### config.mk
export PLATFORM = sky130hd
export DESIGN_NAME = tmgw_top
export DESIGN_NICKNAME = d
export VERILOG_FILES = /design/src/pkg/tmgw_pkg.sv /design/src/tmgw_sync.sv /design/src/tmgw_top.sv
export VERILOG_INCLUDE_DIRS = /design/src /design/src/pkg
export SDC_FILE = /design/constraint.sdc
export NUM_CORES = 1
export LEC_CHECK = 0
export BUFFER_PORTS_ARGS = -buffer_cell sky130_fd_sc_hd__buf_2
export CAP_MARGIN = 10
export CORE_MARGIN = 2
export CORE_UTILIZATION = 45
export CTS_CLUSTER_SIZE = 24
export DETAILED_ROUTE_END_ITERATION = 8
export PLACE_DENSITY = 0.66
export SYNTH_ARGS = -nofsm -noshare
export SYNTH_HDL_FRONTEND = slang
export SYNTH_SLANG_ARGS = --single-unit
### constraint.sdc
create_clock -name pclk -period 2.4 [get_ports pclk]
set_clock_uncertainty 0.15 [all_clocks]
set_input_delay 0.36 -clock pclk [delete_from_list [all_inputs] [get_ports pclk]]
set_output_delay 0.36 -clock pclk [all_outputs]
set_load 0.05 [all_outputs]
### src/pkg/tmgw_consts.svh
// Purpose: Register offsets, field positions and reset values of the timer gate/wave block
// Assumes: Byte addresses on an 8-bit APB address, one 32-bit word per register
// Notes: Definitions only; included by the package and the top module
`ifndef TMGW_CONSTS_SVH
`define TMGW_CONSTS_SVH

// Global register byte offsets (group 0)
`define TMGW_OFS_BTCTRL 8'h00
`define TMGW_OFS_BTCNT 8'h04
`define TMGW_OFS_PERIOD 8'h08
`define TMGW_OFS_CHEN 8'h0C
`define TMGW_OFS_FSEL 8'h10
`define TMGW_OFS_ODIS 8'h14
`define TMGW_OFS_MLVL 8'h18
`define TMGW_OFS_PIO 8'h1C

// Per-channel register groups, selected by paddr[7:5], channel by paddr[4:2]
`define TMGW_GRP_WCTL 3'h2
`define TMGW_GRP_CMP 3'h3
`define TMGW_GRP_CCTL 3'h4
`define TMGW_GRP_CRES 3'h5

// base_timer_ctrl fields
`define TMGW_BT_RUN 0
`define TMGW_BT_DIR_LSB 2
`define TMGW_BT_RST0 4
`define TMGW_BT_RESET_SEL_TWO 5
`define TMGW_BT_RESET_ON_PERIOD_MATCH 6
`define TMGW_BT_DIV_LSB 8

// wave_ctrl fields
`define TMGW_WC_MODE_LSB 0
`define TMGW_WC_DFLT 2
`define TMGW_WC_INV 3
`define TMGW_WC_RLD 4

// capture_ctrl fields
`define TMGW_CC_EDGE_LSB 0
`define TMGW_CC_GATE 2
`define TMGW_CC_GOC 3
`define TMGW_CC_REOPEN 4
`define TMGW_CC_CLOSED 8

// Reset values
`define TMGW_RST_DIV 8'h00
`define TMGW_RST_WORD16 16'h0000
`define TMGW_RST_BYTE 8'h00

`endif

### src/pkg/tmgw_pkg.sv
// Purpose: Types shared by the timer gate/wave block
// Assumes: Constants come from tmgw_consts.svh
// Notes: Mode codes follow the two-bit mode-select field
package tmgw_pkg;
    `include "tmgw_consts.svh"

    // Waveform mode field; only single-phase is generated here
    typedef enum logic [1:0] {
        TMGW_MODE_SINGLE = 2'h0,
        TMGW_MODE_SETRST = 2'h1,
        TMGW_MODE_INVERT = 2'h2
    } tmgw_mode_e;

    // Compare-match output level select, two bits per channel
    typedef enum logic [1:0] {
        TMGW_ML_NORMAL = 2'h0,
        TMGW_ML_LOW = 2'h1,
        TMGW_ML_HIGH = 2'h2,
        TMGW_ML_HIGH2 = 2'h3
    } tmgw_mlvl_e;
endpackage : tmgw_pkg

### src/tmgw_sync.sv
// Purpose: Three-flop synchroniser with agreement filter and edge pulses for trigger pins
// Assumes: Pins are asynchronous to pclk
// Notes: A level change is accepted once stages two and three agree
`timescale 1ns/1ps
module tmgw_sync import tmgw_pkg::*; #(
    parameter int W = 8
) (
    // Clock and reset
    input wire logic pclk,
    input wire logic presetn,
    // Pins in, filtered events out
    input wire logic [W-1:0] pin,
    output logic [W-1:0] rise,
    output logic [W-1:0] fall
);
    typedef struct packed {
        logic [W-1:0] s1;
        logic [W-1:0] s2;
        logic [W-1:0] s3;
        logic [W-1:0] stable;
        logic [W-1:0] rise;
        logic [W-1:0] fall;
    } tmgw_sync_s;

    tmgw_sync_s q;
    tmgw_sync_s d;

    // First stage feeds only the second; filter looks at stages two and three
    always_comb begin
        d = q;
        d.s1 = pin;
        d.s2 = q.s1;
        d.s3 = q.s2;
        d.stable = (q.s2 == q.s3) ? q.s3 : q.stable;
        d.rise = ~(q.s2 ^ q.s3) & q.s3 & ~q.stable;
        d.fall = ~(q.s2 ^ q.s3) & ~q.s3 & q.stable;
    end

    // State register
    always_ff @(posedge pclk or negedge presetn) begin
        if (!presetn) begin
            q <= '0;
        end else begin
            q <= d;
        end
    end

    assign rise = q.rise;
    assign fall = q.fall;
endmodule : tmgw_sync

### src/tmgw_top.sv
// Purpose: Base timer, single-phase waveform channels and gated time capture behind APB
// Assumes: pclk 250 MHz; base_count_clock is a divided enable of pclk
// Notes: Inverted and set/reset modes only hold their pin; capture has only the synchroniser's agreement filter and no prescaler
`timescale 1ns/1ps
`include "tmgw_consts.svh"
// Contract
// - Gated channels 6 and 7 ignore triggers after the first capture.
// - Writing 1 to the gate reopen command accepts triggers again.
// - Reopen-on-match reopens gate when base timer equals compare of channel j-2.
// - Three waveform modes exist; mode 00b selects single-phase output.
// - Single-phase, not inverted: pin goes high on compare match.
// - Single-phase: pin goes low when base timer reaches zero.
// - Base timer clears on channel-0 or period match per reset select.
// - Reset operation: period n+2 counts, opposite level n+2-m counts.
// - Channel enable 1 starts the waveform, 0 stops it.
// - Each compare match in single-phase mode raises the channel request.
// - Default-level bit sets start level; invert bit inverts the pin.
// - Compare-match output holds a fixed level; resumes at next match after release.
// - Output disable hands the pin to programmable I/O until cleared.
// - Reload bit picks when a new compare value becomes active.
// - With channel-0 reset, channel 0 is the period; only 1 to 7 output.
// - Capture copies the base timer on the selected trigger edge.
module tmgw_top import tmgw_pkg::*; #(
    parameter int NCH = 8
) (
    // Clock and reset
    input wire logic pclk,
    input wire logic presetn,
    // APB slave
    input wire logic psel,
    input wire logic penable,
    input wire logic pwrite,
    input wire logic [7:0] paddr,
    input wire logic [31:0] pwdata,
    output logic [31:0] prdata,
    output logic pready,
    output logic pslverr,
    // Channel pins and requests
    input wire logic [NCH-1:0] trigger_in_pin,
    output logic [NCH-1:0] wave_out_pin,
    output logic [NCH-1:0] chan_irq
);
    typedef struct packed {
        logic [15:0] bt;
        logic [7:0] pre;
        logic [7:0] div;
        logic [1:0] count_dir;
        logic reset_on_ch0_match;
        logic reset_sel_two;
        logic reset_on_period_match;
        logic run;
        logic [15:0] period_reg;
        logic [NCH-1:0] chan_enable;
        logic [NCH-1:0] func_select;
        logic [NCH-1:0] out_disable;
        logic [NCH-1:0] pio;
        logic [NCH-1:0][1:0] match_level;
        logic [NCH-1:0][4:0] wave_ctrl;
        logic [NCH-1:0][3:0] capture_ctrl;
        logic [NCH-1:0][15:0] cmp_buf;
        logic [NCH-1:0][15:0] chan_compare;
        logic [NCH-1:0][15:0] capture_result;
        logic [NCH-1:0] gclosed;
        logic [NCH-1:0] lvl;
        logic [NCH-1:0] hold;
        logic [NCH-1:0] fix;
        logic [NCH-1:0] on_d;
        logic [NCH-1:0] out;
        logic [NCH-1:0] irq;
        logic [31:0] rdata;
        logic slverr;
    } tmgw_top_s;

    tmgw_top_s q;
    tmgw_top_s d;
    logic [NCH-1:0] trig_rise;
    logic [NCH-1:0] trig_fall;
    logic tick;
    logic rmatch;
    logic zero;
    logic [NCH-1:0] match_ev;
    logic [NCH-1:0] cap_ev;
    logic [NCH-1:0] wave_on;
    logic [NCH-1:0] reopen_wr;

    // Trigger pins cross into pclk here
    tmgw_sync #(.W(NCH)) u_sync (
        .pclk(pclk),
        .presetn(presetn),
        .pin(trigger_in_pin),
        .rise(trig_rise),
        .fall(trig_fall)
    );

    // Next-state logic: counter, bus, then per-channel so capture sets win over clears
    always_comb begin
        logic [2:0] grp;
        logic [2:0] ch;
        logic wr;
        logic [15:0] gcmp;
        grp = paddr[7:5];
        ch = paddr[4:2];
        wr = psel & penable & pwrite & ~q.slverr;
        gcmp = '0;
        d = q;
        d.irq = '0;
        match_ev = '0;
        cap_ev = '0;
        wave_on = '0;
        reopen_wr = '0;
        // Count enable from the divider; counter only moves on it
        tick = q.run && (q.pre == q.div);
        d.pre = (tick || !q.run) ? 8'h00 : q.pre + 8'h01;
        // Clear one count after the reset compare, which yields an n+2 period
        rmatch = tick && ((q.reset_on_ch0_match && !q.reset_sel_two && !q.reset_on_period_match &&
                 q.bt == q.chan_compare[0] + 16'h0001) ||
                 (q.reset_on_period_match && !q.reset_sel_two && !q.reset_on_ch0_match &&
                 q.bt == q.period_reg + 16'h0001));
        zero = tick && (q.bt == 16'h0000);
        if (tick) begin
            d.bt = rmatch ? 16'h0000 : q.bt + 16'h0001;
        end
        // Setup phase: decode and latch read data so prdata comes from a flop
        if (psel && !penable) begin
            d.rdata = '0;
            d.slverr = 1'b0;
            if (paddr[1:0] != 2'h0) begin
                d.slverr = 1'b1;
            end else if (paddr == `TMGW_OFS_BTCTRL) begin
                d.rdata[`TMGW_BT_RUN] = q.run;
                d.rdata[`TMGW_BT_DIR_LSB +: 2] = q.count_dir;
                d.rdata[`TMGW_BT_RST0] = q.reset_on_ch0_match;
                d.rdata[`TMGW_BT_RESET_SEL_TWO] = q.reset_sel_two;
                d.rdata[`TMGW_BT_RESET_ON_PERIOD_MATCH] = q.reset_on_period_match;
                d.rdata[`TMGW_BT_DIV_LSB +: 8] = q.div;
            end else if (paddr == `TMGW_OFS_BTCNT) begin
                d.rdata[15:0] = q.bt;
            end else if (paddr == `TMGW_OFS_PERIOD) begin
                d.rdata[15:0] = q.period_reg;
            end else if (paddr == `TMGW_OFS_CHEN) begin
                d.rdata[NCH-1:0] = q.chan_enable;
            end else if (paddr == `TMGW_OFS_FSEL) begin
                d.rdata[NCH-1:0] = q.func_select;
            end else if (paddr == `TMGW_OFS_ODIS) begin
                d.rdata[NCH-1:0] = q.out_disable;
            end else if (paddr == `TMGW_OFS_MLVL) begin
                d.rdata[2*NCH-1:0] = q.match_level;
            end else if (paddr == `TMGW_OFS_PIO) begin
                d.rdata[NCH-1:0] = q.pio;
                d.rdata[8 +: NCH] = q.out;
            end else if (32'(ch) >= NCH) begin
                d.slverr = 1'b1;
            end else if (grp == `TMGW_GRP_WCTL) begin
                d.rdata[4:0] = q.wave_ctrl[ch];
            end else if (grp == `TMGW_GRP_CMP) begin
                d.rdata[15:0] = q.chan_compare[ch];
            end else if (grp == `TMGW_GRP_CCTL) begin
                d.rdata[3:0] = q.capture_ctrl[ch];
                d.rdata[`TMGW_CC_CLOSED] = q.gclosed[ch];
            end else if (grp == `TMGW_GRP_CRES) begin
                d.rdata[15:0] = q.capture_result[ch];
            end else begin
                d.slverr = 1'b1;
            end
        end
        // Access phase: writes take effect on the single pready edge
        if (wr) begin
            if (paddr == `TMGW_OFS_BTCTRL) begin
                d.run = pwdata[`TMGW_BT_RUN];
                d.count_dir = pwdata[`TMGW_BT_DIR_LSB +: 2];
                d.reset_on_ch0_match = pwdata[`TMGW_BT_RST0];
                d.reset_sel_two = pwdata[`TMGW_BT_RESET_SEL_TWO];
                d.reset_on_period_match = pwdata[`TMGW_BT_RESET_ON_PERIOD_MATCH];
                d.div = pwdata[`TMGW_BT_DIV_LSB +: 8];
            end else if (paddr == `TMGW_OFS_BTCNT) begin
                d.bt = pwdata[15:0];
            end else if (paddr == `TMGW_OFS_PERIOD) begin
                d.period_reg = pwdata[15:0];
            end else if (paddr == `TMGW_OFS_CHEN) begin
                d.chan_enable = pwdata[NCH-1:0];
            end else if (paddr == `TMGW_OFS_FSEL) begin
                d.func_select = pwdata[NCH-1:0];
            end else if (paddr == `TMGW_OFS_ODIS) begin
                d.out_disable = pwdata[NCH-1:0];
            end else if (paddr == `TMGW_OFS_MLVL) begin
                d.match_level = pwdata[2*NCH-1:0];
            end else if (paddr == `TMGW_OFS_PIO) begin
                d.pio = pwdata[NCH-1:0];
            end else if (grp == `TMGW_GRP_WCTL) begin
                d.wave_ctrl[ch] = pwdata[4:0];
            end else if (grp == `TMGW_GRP_CMP) begin
                d.cmp_buf[ch] = pwdata[15:0];
                if (!q.wave_ctrl[ch][`TMGW_WC_RLD]) begin
                    d.chan_compare[ch] = pwdata[15:0];
                end
            end else if (grp == `TMGW_GRP_CCTL) begin
                d.capture_ctrl[ch] = pwdata[3:0];
                reopen_wr[ch] = pwdata[`TMGW_CC_REOPEN];
            end
        end
        // Per-channel waveform and capture
        for (int i = 0; i < NCH; i++) begin
            match_ev[i] = tick && (q.bt == q.chan_compare[i]);
            wave_on[i] = q.chan_enable[i] && !q.func_select[i] &&
                         q.wave_ctrl[i][1:0] == TMGW_MODE_SINGLE &&
                         !(i == 0 && q.reset_on_ch0_match);
            d.on_d[i] = wave_on[i];
            if (!wave_on[i] || !q.on_d[i]) begin
                d.lvl[i] = q.wave_ctrl[i][`TMGW_WC_DFLT];
                d.hold[i] = 1'b0;
            end else begin
                if (zero) begin
                    d.lvl[i] = q.wave_ctrl[i][`TMGW_WC_DFLT];
                end
                if (match_ev[i]) begin
                    d.irq[i] = 1'b1;
                    if (q.match_level[i] != TMGW_ML_NORMAL) begin
                        d.hold[i] = 1'b1;
                        d.fix[i] = (q.match_level[i] != TMGW_ML_LOW);
                    end else begin
                        d.hold[i] = 1'b0;
                        d.lvl[i] = ~q.wave_ctrl[i][`TMGW_WC_DFLT];
                    end
                end
            end
            // Buffered compare moves in when the timer passes zero
            if (q.wave_ctrl[i][`TMGW_WC_RLD] && zero) begin
                d.chan_compare[i] = q.cmp_buf[i];
            end
            // Disabled pin carries the software I/O value
            d.out[i] = q.out_disable[i] ? q.pio[i] :
                       q.hold[i] ? q.fix[i] : (q.lvl[i] ^ q.wave_ctrl[i][`TMGW_WC_INV]);
            // Gate reopen clears first; a capture in the same cycle closes it again
            if (i >= NCH - 2) begin
                gcmp = q.chan_compare[(i + NCH - 2) % NCH];
                if (reopen_wr[i] || (q.capture_ctrl[i][`TMGW_CC_GOC] && tick && q.bt == gcmp)) begin
                    d.gclosed[i] = 1'b0;
                end
            end
            cap_ev[i] = q.chan_enable[i] && q.func_select[i] && !q.gclosed[i] &&
                        ((q.capture_ctrl[i][0] && trig_rise[i]) || (q.capture_ctrl[i][1] && trig_fall[i]));
            if (cap_ev[i]) begin
                d.capture_result[i] = q.bt;
                d.irq[i] = 1'b1;
                if (i >= NCH - 2 && q.capture_ctrl[i][`TMGW_CC_GATE]) begin
                    d.gclosed[i] = 1'b1;
                end
            end
        end
    end

    // State register
    always_ff @(posedge pclk or negedge presetn) begin
        if (!presetn) begin
            q <= '0;
        end else begin
            q <= d;
        end
    end

    // Zero-wait slave: read data was prepared in the setup cycle
    assign pready = 1'b1;
    assign pslverr = psel & penable & q.slverr;
    assign prdata = q.rdata;
    assign wave_out_pin = q.out;
    assign chan_irq = q.irq;

    AST_GATE_BLOCK: assert property (@(posedge pclk) disable iff (!presetn)
        q.gclosed[NCH-1] |=> $stable(q.capture_result[NCH-1]))
        else $error("capture taken while gate closed");
    AST_GATE_CMD: assert property (@(posedge pclk) disable iff (!presetn)
        reopen_wr[NCH-2] && !cap_ev[NCH-2] |=> !q.gclosed[NCH-2])
        else $error("gate not reopened by command");
    AST_GATE_MATCH: assert property (@(posedge pclk) disable iff (!presetn)
        q.capture_ctrl[NCH-1][`TMGW_CC_GOC] && tick && q.bt == q.chan_compare[NCH-3] && !cap_ev[NCH-1]
        |=> !q.gclosed[NCH-1])
        else $error("gate not reopened on compare match");
    AST_HIGH_ON_MATCH: assert property (@(posedge pclk) disable iff (!presetn)
        match_ev[1] && wave_on[1] && q.on_d[1] && q.match_level[1] == TMGW_ML_NORMAL &&
        !q.wave_ctrl[1][`TMGW_WC_DFLT] && !q.wave_ctrl[1][`TMGW_WC_INV] && !q.out_disable[1]
        ##1 (wave_on[1] && !q.out_disable[1] && !q.wave_ctrl[1][`TMGW_WC_INV]) |=> wave_out_pin[1])
        else $error("pin not high after compare match");
    AST_LOW_ON_ZERO: assert property (@(posedge pclk) disable iff (!presetn)
        zero && wave_on[1] && !match_ev[1] && !q.wave_ctrl[1][`TMGW_WC_DFLT] |=> !q.lvl[1])
        else $error("level not low at timer zero");
    AST_BT_RESET: assert property (@(posedge pclk) disable iff (!presetn)
        rmatch && !(psel && penable && pwrite) |=> q.bt == 16'h0000)
        else $error("base timer not cleared on reset match");
    AST_IRQ: assert property (@(posedge pclk) disable iff (!presetn)
        match_ev[1] && wave_on[1] && q.on_d[1] |=> chan_irq[1])
        else $error("no request on compare match");
    AST_START_LEVEL: assert property (@(posedge pclk) disable iff (!presetn)
        wave_on[2] && !q.on_d[2] |=> q.lvl[2] == $past(q.wave_ctrl[2][`TMGW_WC_DFLT]))
        else $error("waveform did not start at default level");
    AST_ODIS: assert property (@(posedge pclk) disable iff (!presetn)
        q.out_disable[NCH-2] |=> wave_out_pin[NCH-2] == $past(q.pio[NCH-2]))
        else $error("disabled pin does not follow I/O value");
    AST_CH0_IDLE: assert property (@(posedge pclk) disable iff (!presetn)
        q.reset_on_ch0_match ##1 (!q.out_disable[0] && $stable(q.wave_ctrl[0]))
        |=> wave_out_pin[0] == $past(q.wave_ctrl[0][`TMGW_WC_DFLT] ^ q.wave_ctrl[0][`TMGW_WC_INV]))
        else $error("channel 0 waveform active while it sets the period");
endmodule : tmgw_top

==> results.py, run 1 <==
metrics = {
    "synth": {
        "netlist_instances": 2877,
        "synthFlopType": "dfrtp_1",
        "synth_most_common_cell": "dfrtp_1",
        "syn_area_sq_mm": 0.0337,
        "synth-seq-cells": 673,
        "yosysTopAreaCellShare_pct": 49.9,
        "yosys_warnings": 0,
        "synth_top_area_cell": "dfrtp_1",
        "synth-edff-count": 0,
        "async_flop_share_pct": 100,
        "yosysUniqueCellTypes": 72,
        "yosys-top-cells-count": "673 x dfrtp_1, 405 x mux2_2, 224 x nor2_1, 185 x a21oi_1, 185 x nand2_1",
        "yosys-top-cells-area": "dfrtp_1 50%, mux2_2 14%, mux4_2 5.7%",
        "avgSynthCellArea_sq_um": 11.7,
        "synth_seq_area_share_pct": 49.9,
    },
    "drt": {
        "vias": 25578,
        "drc_errors": 0,
        "wl_per_cell_microns": 27.6,
        "viasPerCell": 5.98,
        "drtAntennaViolNets": 0,
        "drtIter0Drc": 2164,
        "first_pass_iters": 6,
        "wl_mm": 118,
    },
    "placement": {
        "hpwl_mm": 80.7,
        "placed_cells": 4074,
        "port_buffers": 69,
        "place.gp.congestion": 1.01,
    },
    "timing": {
        "fmax_mhz": 389,
        "slew_viol_final": 0,
        "setup_viol": 154,
        "tightestPinTransition_ps": 843,
        "fin_crit_ps": 2570,
        "relSlewSlack_pct": 43.8,
        "finalHoldViolCount": 0,
        "period_share_pct": 107,
        "rsz0062_at_grt": "true",
        "layout_setup_ws_ps": -174,
    },
    "final_layout": {
        "syn2layout_area_growth_pct": 29.5,
        "drive_above_1_share_pct": 45.4,
        "final_util_pct": 58.8,
        "multiInputGateArea_sq_mm": 0.0176,
        "seqCellArea_sq_mm": 0.0169,
        "nets": 3319,
        "fillers": 5997,
        "fin_cells": 4277,
    },
    "status": {
        "violations": "setup timing",
        "status": "complete, but fails checks",
    },
    "floorplanning": {
        "die_h_microns": 278,
        "die_area_sq_mm": 0.0772,
        "core_area_sq_mm": 0.0743,
        "io_pins": 103,
        "initial_core_util_pct": 45.4,
        "die_x_microns": 278,
        "placementRows": 100,
    },
    "clocking": {
        "cts_sinks": 673,
        "cts_tree": "done",
        "path_clk_slew_ps": 60,
        "clk_path_buf_depth": 3,
        "cts_buffers": 76,
        "clk_latency_ps": 650,
        "cts_root_buf": "clkbuf_16",
        "h-tree-depth": 3,
    },
    "critical_path": {
        "criticalPathCategory": "reg -> reg",
        "cp.required_ps": 2770,
        "crit_arrival_ps": 2940,
        "worstSetupStartpointType": "register",
        "crit_path_end_kind": "register",
        "reg2regPathDepth": 10,
        "critPathMaxFanout": 8,
    },
    "flow_run": {
        "cap_violations": 0,
    },
    "power": {
        "power_leakage_nw": 20.2,
        "ir_worst_vdd_v": 0.000408,
        "p_per_area_mw_per_mm2": 587,
    },
    "grt": {
        "grt_pass1_wl_mm": 169,
        "overflow": 0,
        "track_usage_pct": 29.4,
        "antenna_found_initial": 1,
        "grt_max_degree": 102,
        "grt_pass1_vias": 25830,
    },
    "hold_path": {
        "hp-class": "in -> async",
    },
}
metrics by stage:
step	setup TNS (ps)	power [W]	setup WS, ps	hold WS (ps)	cell area (sq um)
2_1_floorplan	-4250	0.0125	-129	-85.6	33900
3_3_place_gp	-64070	0.0134	-647	95.1	37900
3_5_place_dp	-71880	0.0134	-672	97.7	37900
4_1_cts	-6270	0.0258	-130	19.8	41600
5_1_grt	-27100	0.0264	-267	48.1	43700
6_report	-18320	0.0257	-174	17.8	43700
cell type report:
cell class                      instances  area share, %
Tap cell                              969           2.77
Clock inverter                         39           1.29
Antenna cell                            1        0.00573
Timing Repair Buffer                  531           11.9
Multi-Input combinational cell       1926           40.3
Sequential cell                       673           38.6
Clock buffer                          101           4.82
Inverter                               37          0.318
flip-flops by register name, indices dropped and copies added, names as in the netlist:
register / cells
u_sync.d: 16
u_sync.fall: 8
chan_irq: 8
u_sync.rise: 8
prdata: 16
wave_out_pin: 8
q: 593
u_sync.q: 16
worst paths after layout:
kind                              startpoint      endpoint  slack (ps)
worst max-delay path                  q[637]        q[230]        -170
worst min-delay path                 presetn        q[419]          20
worst max register to register        q[637]        q[230]        -170
worst min register to register  u_sync.d[34]  u_sync.d[26]         200
max in group asynchronous            presetn        q[101]        1120
min in group pclk                  pwdata[2]        q[522]          50
per-layer routing:
metal	wire [microns]	vias up	part of all wire [%]	global-route usage, %
li1	-	11004	-	-
met1	50700	13390	43	41.1
met2	55300	954	47	46.6
met3	6970	230	5.9	4.30
met4	4980	0	4.2	11.0
met5	0	-	0	0
report_power, final:
group	total (W)	switching, W	leakage (nW)	internal (W)
clock network	0.0123	0.00509	1.28	0.00725
registers	0.0116	0.000115	8.51	0.0115
logic	0.00174	0.00114	10.4	0.000592
total	0.0257	0.00635	20.2	0.0193
cells by family after synthesis:
logic type               after synthesis  synth area share (%)
XOR/XNOR                             186                  4.83
other                                  2                0.0223
AO/OA/AOI/OAI                        402                  7.26
multiplexers                         638                  23.6
buffers and inverters                293                  4.20
adder cells (fa/ha/maj)               21                 0.779
AND/OR/NAND/NOR                      662                  9.43
flip-flops                           673                  49.9
critical path, stage by stage (launching register included):
cell,delay (ps)
dfrtp_2,470
or4_4,530
nor3_2,110
nand4b_1,130
buf_6,160
nor2_4,210
buf_12,210
nand2_8,100
clkbuf_16,210
nor2_2,100
a21oi_2,40
placed cells by master, fill, tap and decap left out, types with 15 or more instances in the layout:
cell,synthesis,routed
a21oi_1,185,105
a21oi_2,1,80
a22o_1,15,15
buf_12,0,69
buf_2,47,66
buf_4,58,338
buf_6,4,24
clkbuf_16,0,90
conb_1,2,17
dfrtp_1,673,655
dfrtp_2,0,18
ha_1,21,20
inv_1,37,36
mux2_2,405,405
mux2i_1,148,143
mux4_2,85,85
nand2_1,185,169
nand2b_1,18,18
nand3_1,26,24
nand4_1,38,38
nor2_1,224,88
nor2_4,1,129
nor2b_1,17,17
nor3_1,31,20
nor4_1,31,15
o21ai_0,71,62
o22ai_1,22,22
xnor2_1,123,109
xor2_1,63,62
timing repair:
action,in CTS,in global routing
setup buffers,14,15
cloned,6,20
endpoints found under the setup margin,175,194
hold buffers,9,0
gates resized for setup,169,385
hold endpoints to repair,327,0
pin swaps,25,37
(Power assumes the default switching activity.)
==> inputs of run 2 (changes only) <==
--- a/config.mk
+++ b/config.mk
@@ -8,7 +8,7 @@
 export LEC_CHECK = 0
 export BUFFER_PORTS_ARGS = -buffer_cell sky130_fd_sc_hd__buf_2
 export CAP_MARGIN = 10
-export CORE_MARGIN = 2
+export CORE_MARGIN = 5
 export CORE_UTILIZATION = 45
 export CTS_CLUSTER_SIZE = 24
 export DETAILED_ROUTE_END_ITERATION = 8
==> constraint.sdc (replaced) <==
create_clock -name pclk -period 2.4 [get_ports pclk]
set_clock_uncertainty 0.15 [all_clocks]
set_input_delay 0.36 -clock pclk [delete_from_list [all_inputs] [get_ports pclk]]
set_output_delay 0.36 -clock pclk [all_outputs]
set_load 0.005 [all_outputs]
==> results.py, run 2 (same netlist as run 1, synthesis figures left out) <==
metrics = {
    "timing": {
        "relSlewSlack_pct": 43.4,
        "rsz0062_at_grt": "true",
        "slew_viol_final": 0,
        "fin_crit_ps": 2570,
        "setup_viol": 86,
        "finalHoldViolCount": 0,
        "layout_setup_ws_ps": -166,
        "fmax_mhz": 390,
        "tightestPinTransition_ps": 849,
        "period_share_pct": 107,
    },
    "grt": {
        "grt_util_met1_pct": 37.0,
        "top_usage_layer": "met2",
        "grt_pass1_wl_mm": 168,
        "grt_max_degree": 80,
        "grt_pass1_vias": 26158,
        "antenna_found_initial": 1,
        "grt_use_met3_pct": 4.35,
        "track_usage_pct": 27.3,
        "grt_use_met2_pct": 45.1,
        "overflow": 0,
    },
    "drt": {
        "drtIter0Drc": 2236,
        "drtAntennaViolNets": 0,
        "vias": 25164,
        "wl_per_cell_microns": 26.7,
        "wl_mm": 113,
        "first_pass_iters": 6,
        "viasPerCell": 5.92,
        "drc_errors": 0,
    },
    "final_layout": {
        "largest-register": "q",
        "fin_cells": 4254,
        "nets": 3305,
        "final_common_cell": "dfrtp_1",
        "largest_reg_flops": 593,
        "syn2layout_area_growth_pct": 24.6,
        "fin_area_sq_mm": 0.0420,
        "final_cell_mix": "660 x dfrtp_1, 405 x mux2_2, 342 x buf_4",
        "drive_above_1_share_pct": 39.4,
        "diodes": 0,
        "final_util_pct": 56.5,
    },
    "flow_run": {
        "cap_violations": 0,
    },
    "power": {
        "p_per_area_mw_per_mm2": 591,
        "power_leakage_nw": 20.0,
        "ir_worst_vdd_v": 0.000466,
    },
    "floorplanning": {
        "core_area_sq_mm": 0.0744,
        "placementRows": 100,
        "die_h_microns": 284,
        "die_x_microns": 284,
        "initial_core_util_pct": 45.3,
        "io_pins": 103,
        "die_area_sq_mm": 0.0806,
    },
    "placement": {
        "place_area_sq_mm": 0.0381,
        "place.gp.congestion": 0.988,
        "port_buffers": 69,
        "placed_cells": 4081,
        "hpwl_mm": 80.5,
    },
    "critical_path": {
        "critical_path.max_stage_delay_ps": 480,
        "reg2reg_slack_ps": -170,
        "crit_arrival_ps": 2900,
        "cp.buffers_inverters": 2,
        "critPathMaxFanout": 13,
        "crit_path_cell_trace": "buf_6 -> xnor2_2 -> or4_1 -> a211o_1 -> a211oi_2 -> nand4_1 -> a21oi_2 -> buf_12 -> o31ai_1",
        "criticalPathCategory": "reg -> reg",
        "cp.required_ps": 2730,
        "path_delay_family": "compound AO/OA/AOI/OAI gates",
        "crit_path_end_kind": "register",
        "worstSetupStartpointType": "register",
        "slowest_stage": "or4_1",
    },
    "clocking": {
        "cts_root_buf": "clkbuf_16",
        "path_clk_slew_ps": 50,
        "cts_buffers": 75,
        "cts_tree": "done",
        "cts_sinks": 673,
        "clk_path_buf_depth": 3,
        "clk_latency_ps": 630,
        "h-tree-depth": 3,
    },
    "hold_path": {
        "hp-class": "in -> reg",
    },
    "status": {
        "status": "complete, but fails checks",
        "violations": "setup timing",
    },
}
-- run 2: cell types whose count changed in the layout (fill, tap and decap cells not counted), sizes merged --
| cell | delta |
|---|---|
| clkinvlp | -4 |
| clkinv | -2 |
| bufbuf | +3 |
| bufinv | -4 |
| or2 | +1 |
| buf | -9 |
| clkbuf | -6 |
| inv | -1 |
| diode | -1 |
-- run 2: area by class of cell --
type                    instances  area (sq um)
repair buffers                517          4970
fillers                      6078         32400
clock buffers                 103          2150
clock inverters                28           355
multi-input cells            1927         16400
well taps                     969          1210
flip-flops and latches        673         16900
inverters                      37           139
-- run 2: worst paths after layout --
kind,cells after the start,start,to
setup / recovery,9,q[637],q[644]
hold / removal,3,pwdata[7],q[638]
setup reg to reg,9,q[637],q[644]
hold reg to reg,0,u_sync.d[37],u_sync.d[29]
max in group asynchronous,4,presetn,q[130]
min in group asynchronous,2,presetn,q[292]
-- run 2: power breakdown --
part / switching (W) / internal [W]
registers: 0.000104 / 0.0115
logic: 0.00103 / 0.000589
clock network: 0.00478 / 0.00686
total: 0.00591 / 0.0189
-- run 2: tightest hold or removal path, cell delays in order --
cell and delay, ps:
buf_2 260, nand2_1 120, o31ai_1 60
-- run 2: routing by layer --
| metal | up-vias | share of wire [%] |
|---|---|---|
| li1 | 10961 | - |
| met4 | 0 | 3.9 |
| met3 | 216 | 6.6 |
| met2 | 926 | 48 |
| met5 | - | 0 |
| met1 | 13061 | 42 |
-- run 2: metrics by stage --
stage,setup WS (ps),setup TNS [ps],total power [W],hold WS (ps)
finish,-166,-4810,0.0248,95.1
CTS,-175,-13130,0.0250,69.0
global route,-274,-13130,0.0257,101
floorplan,-129,-4250,0.0124,-85.6
global placement,-554,-69220,0.0133,176
detailed placement,-621,-76460,0.0133,177
-- run 2: timing repair --
action,CTS,global route
endpoints found under the setup margin,189,193
hold buffers,9,0
hold endpoints to repair,242,0
buffers inserted,13,9
resized for setup,96,111
gates cloned,6,7
pin swaps,18,30
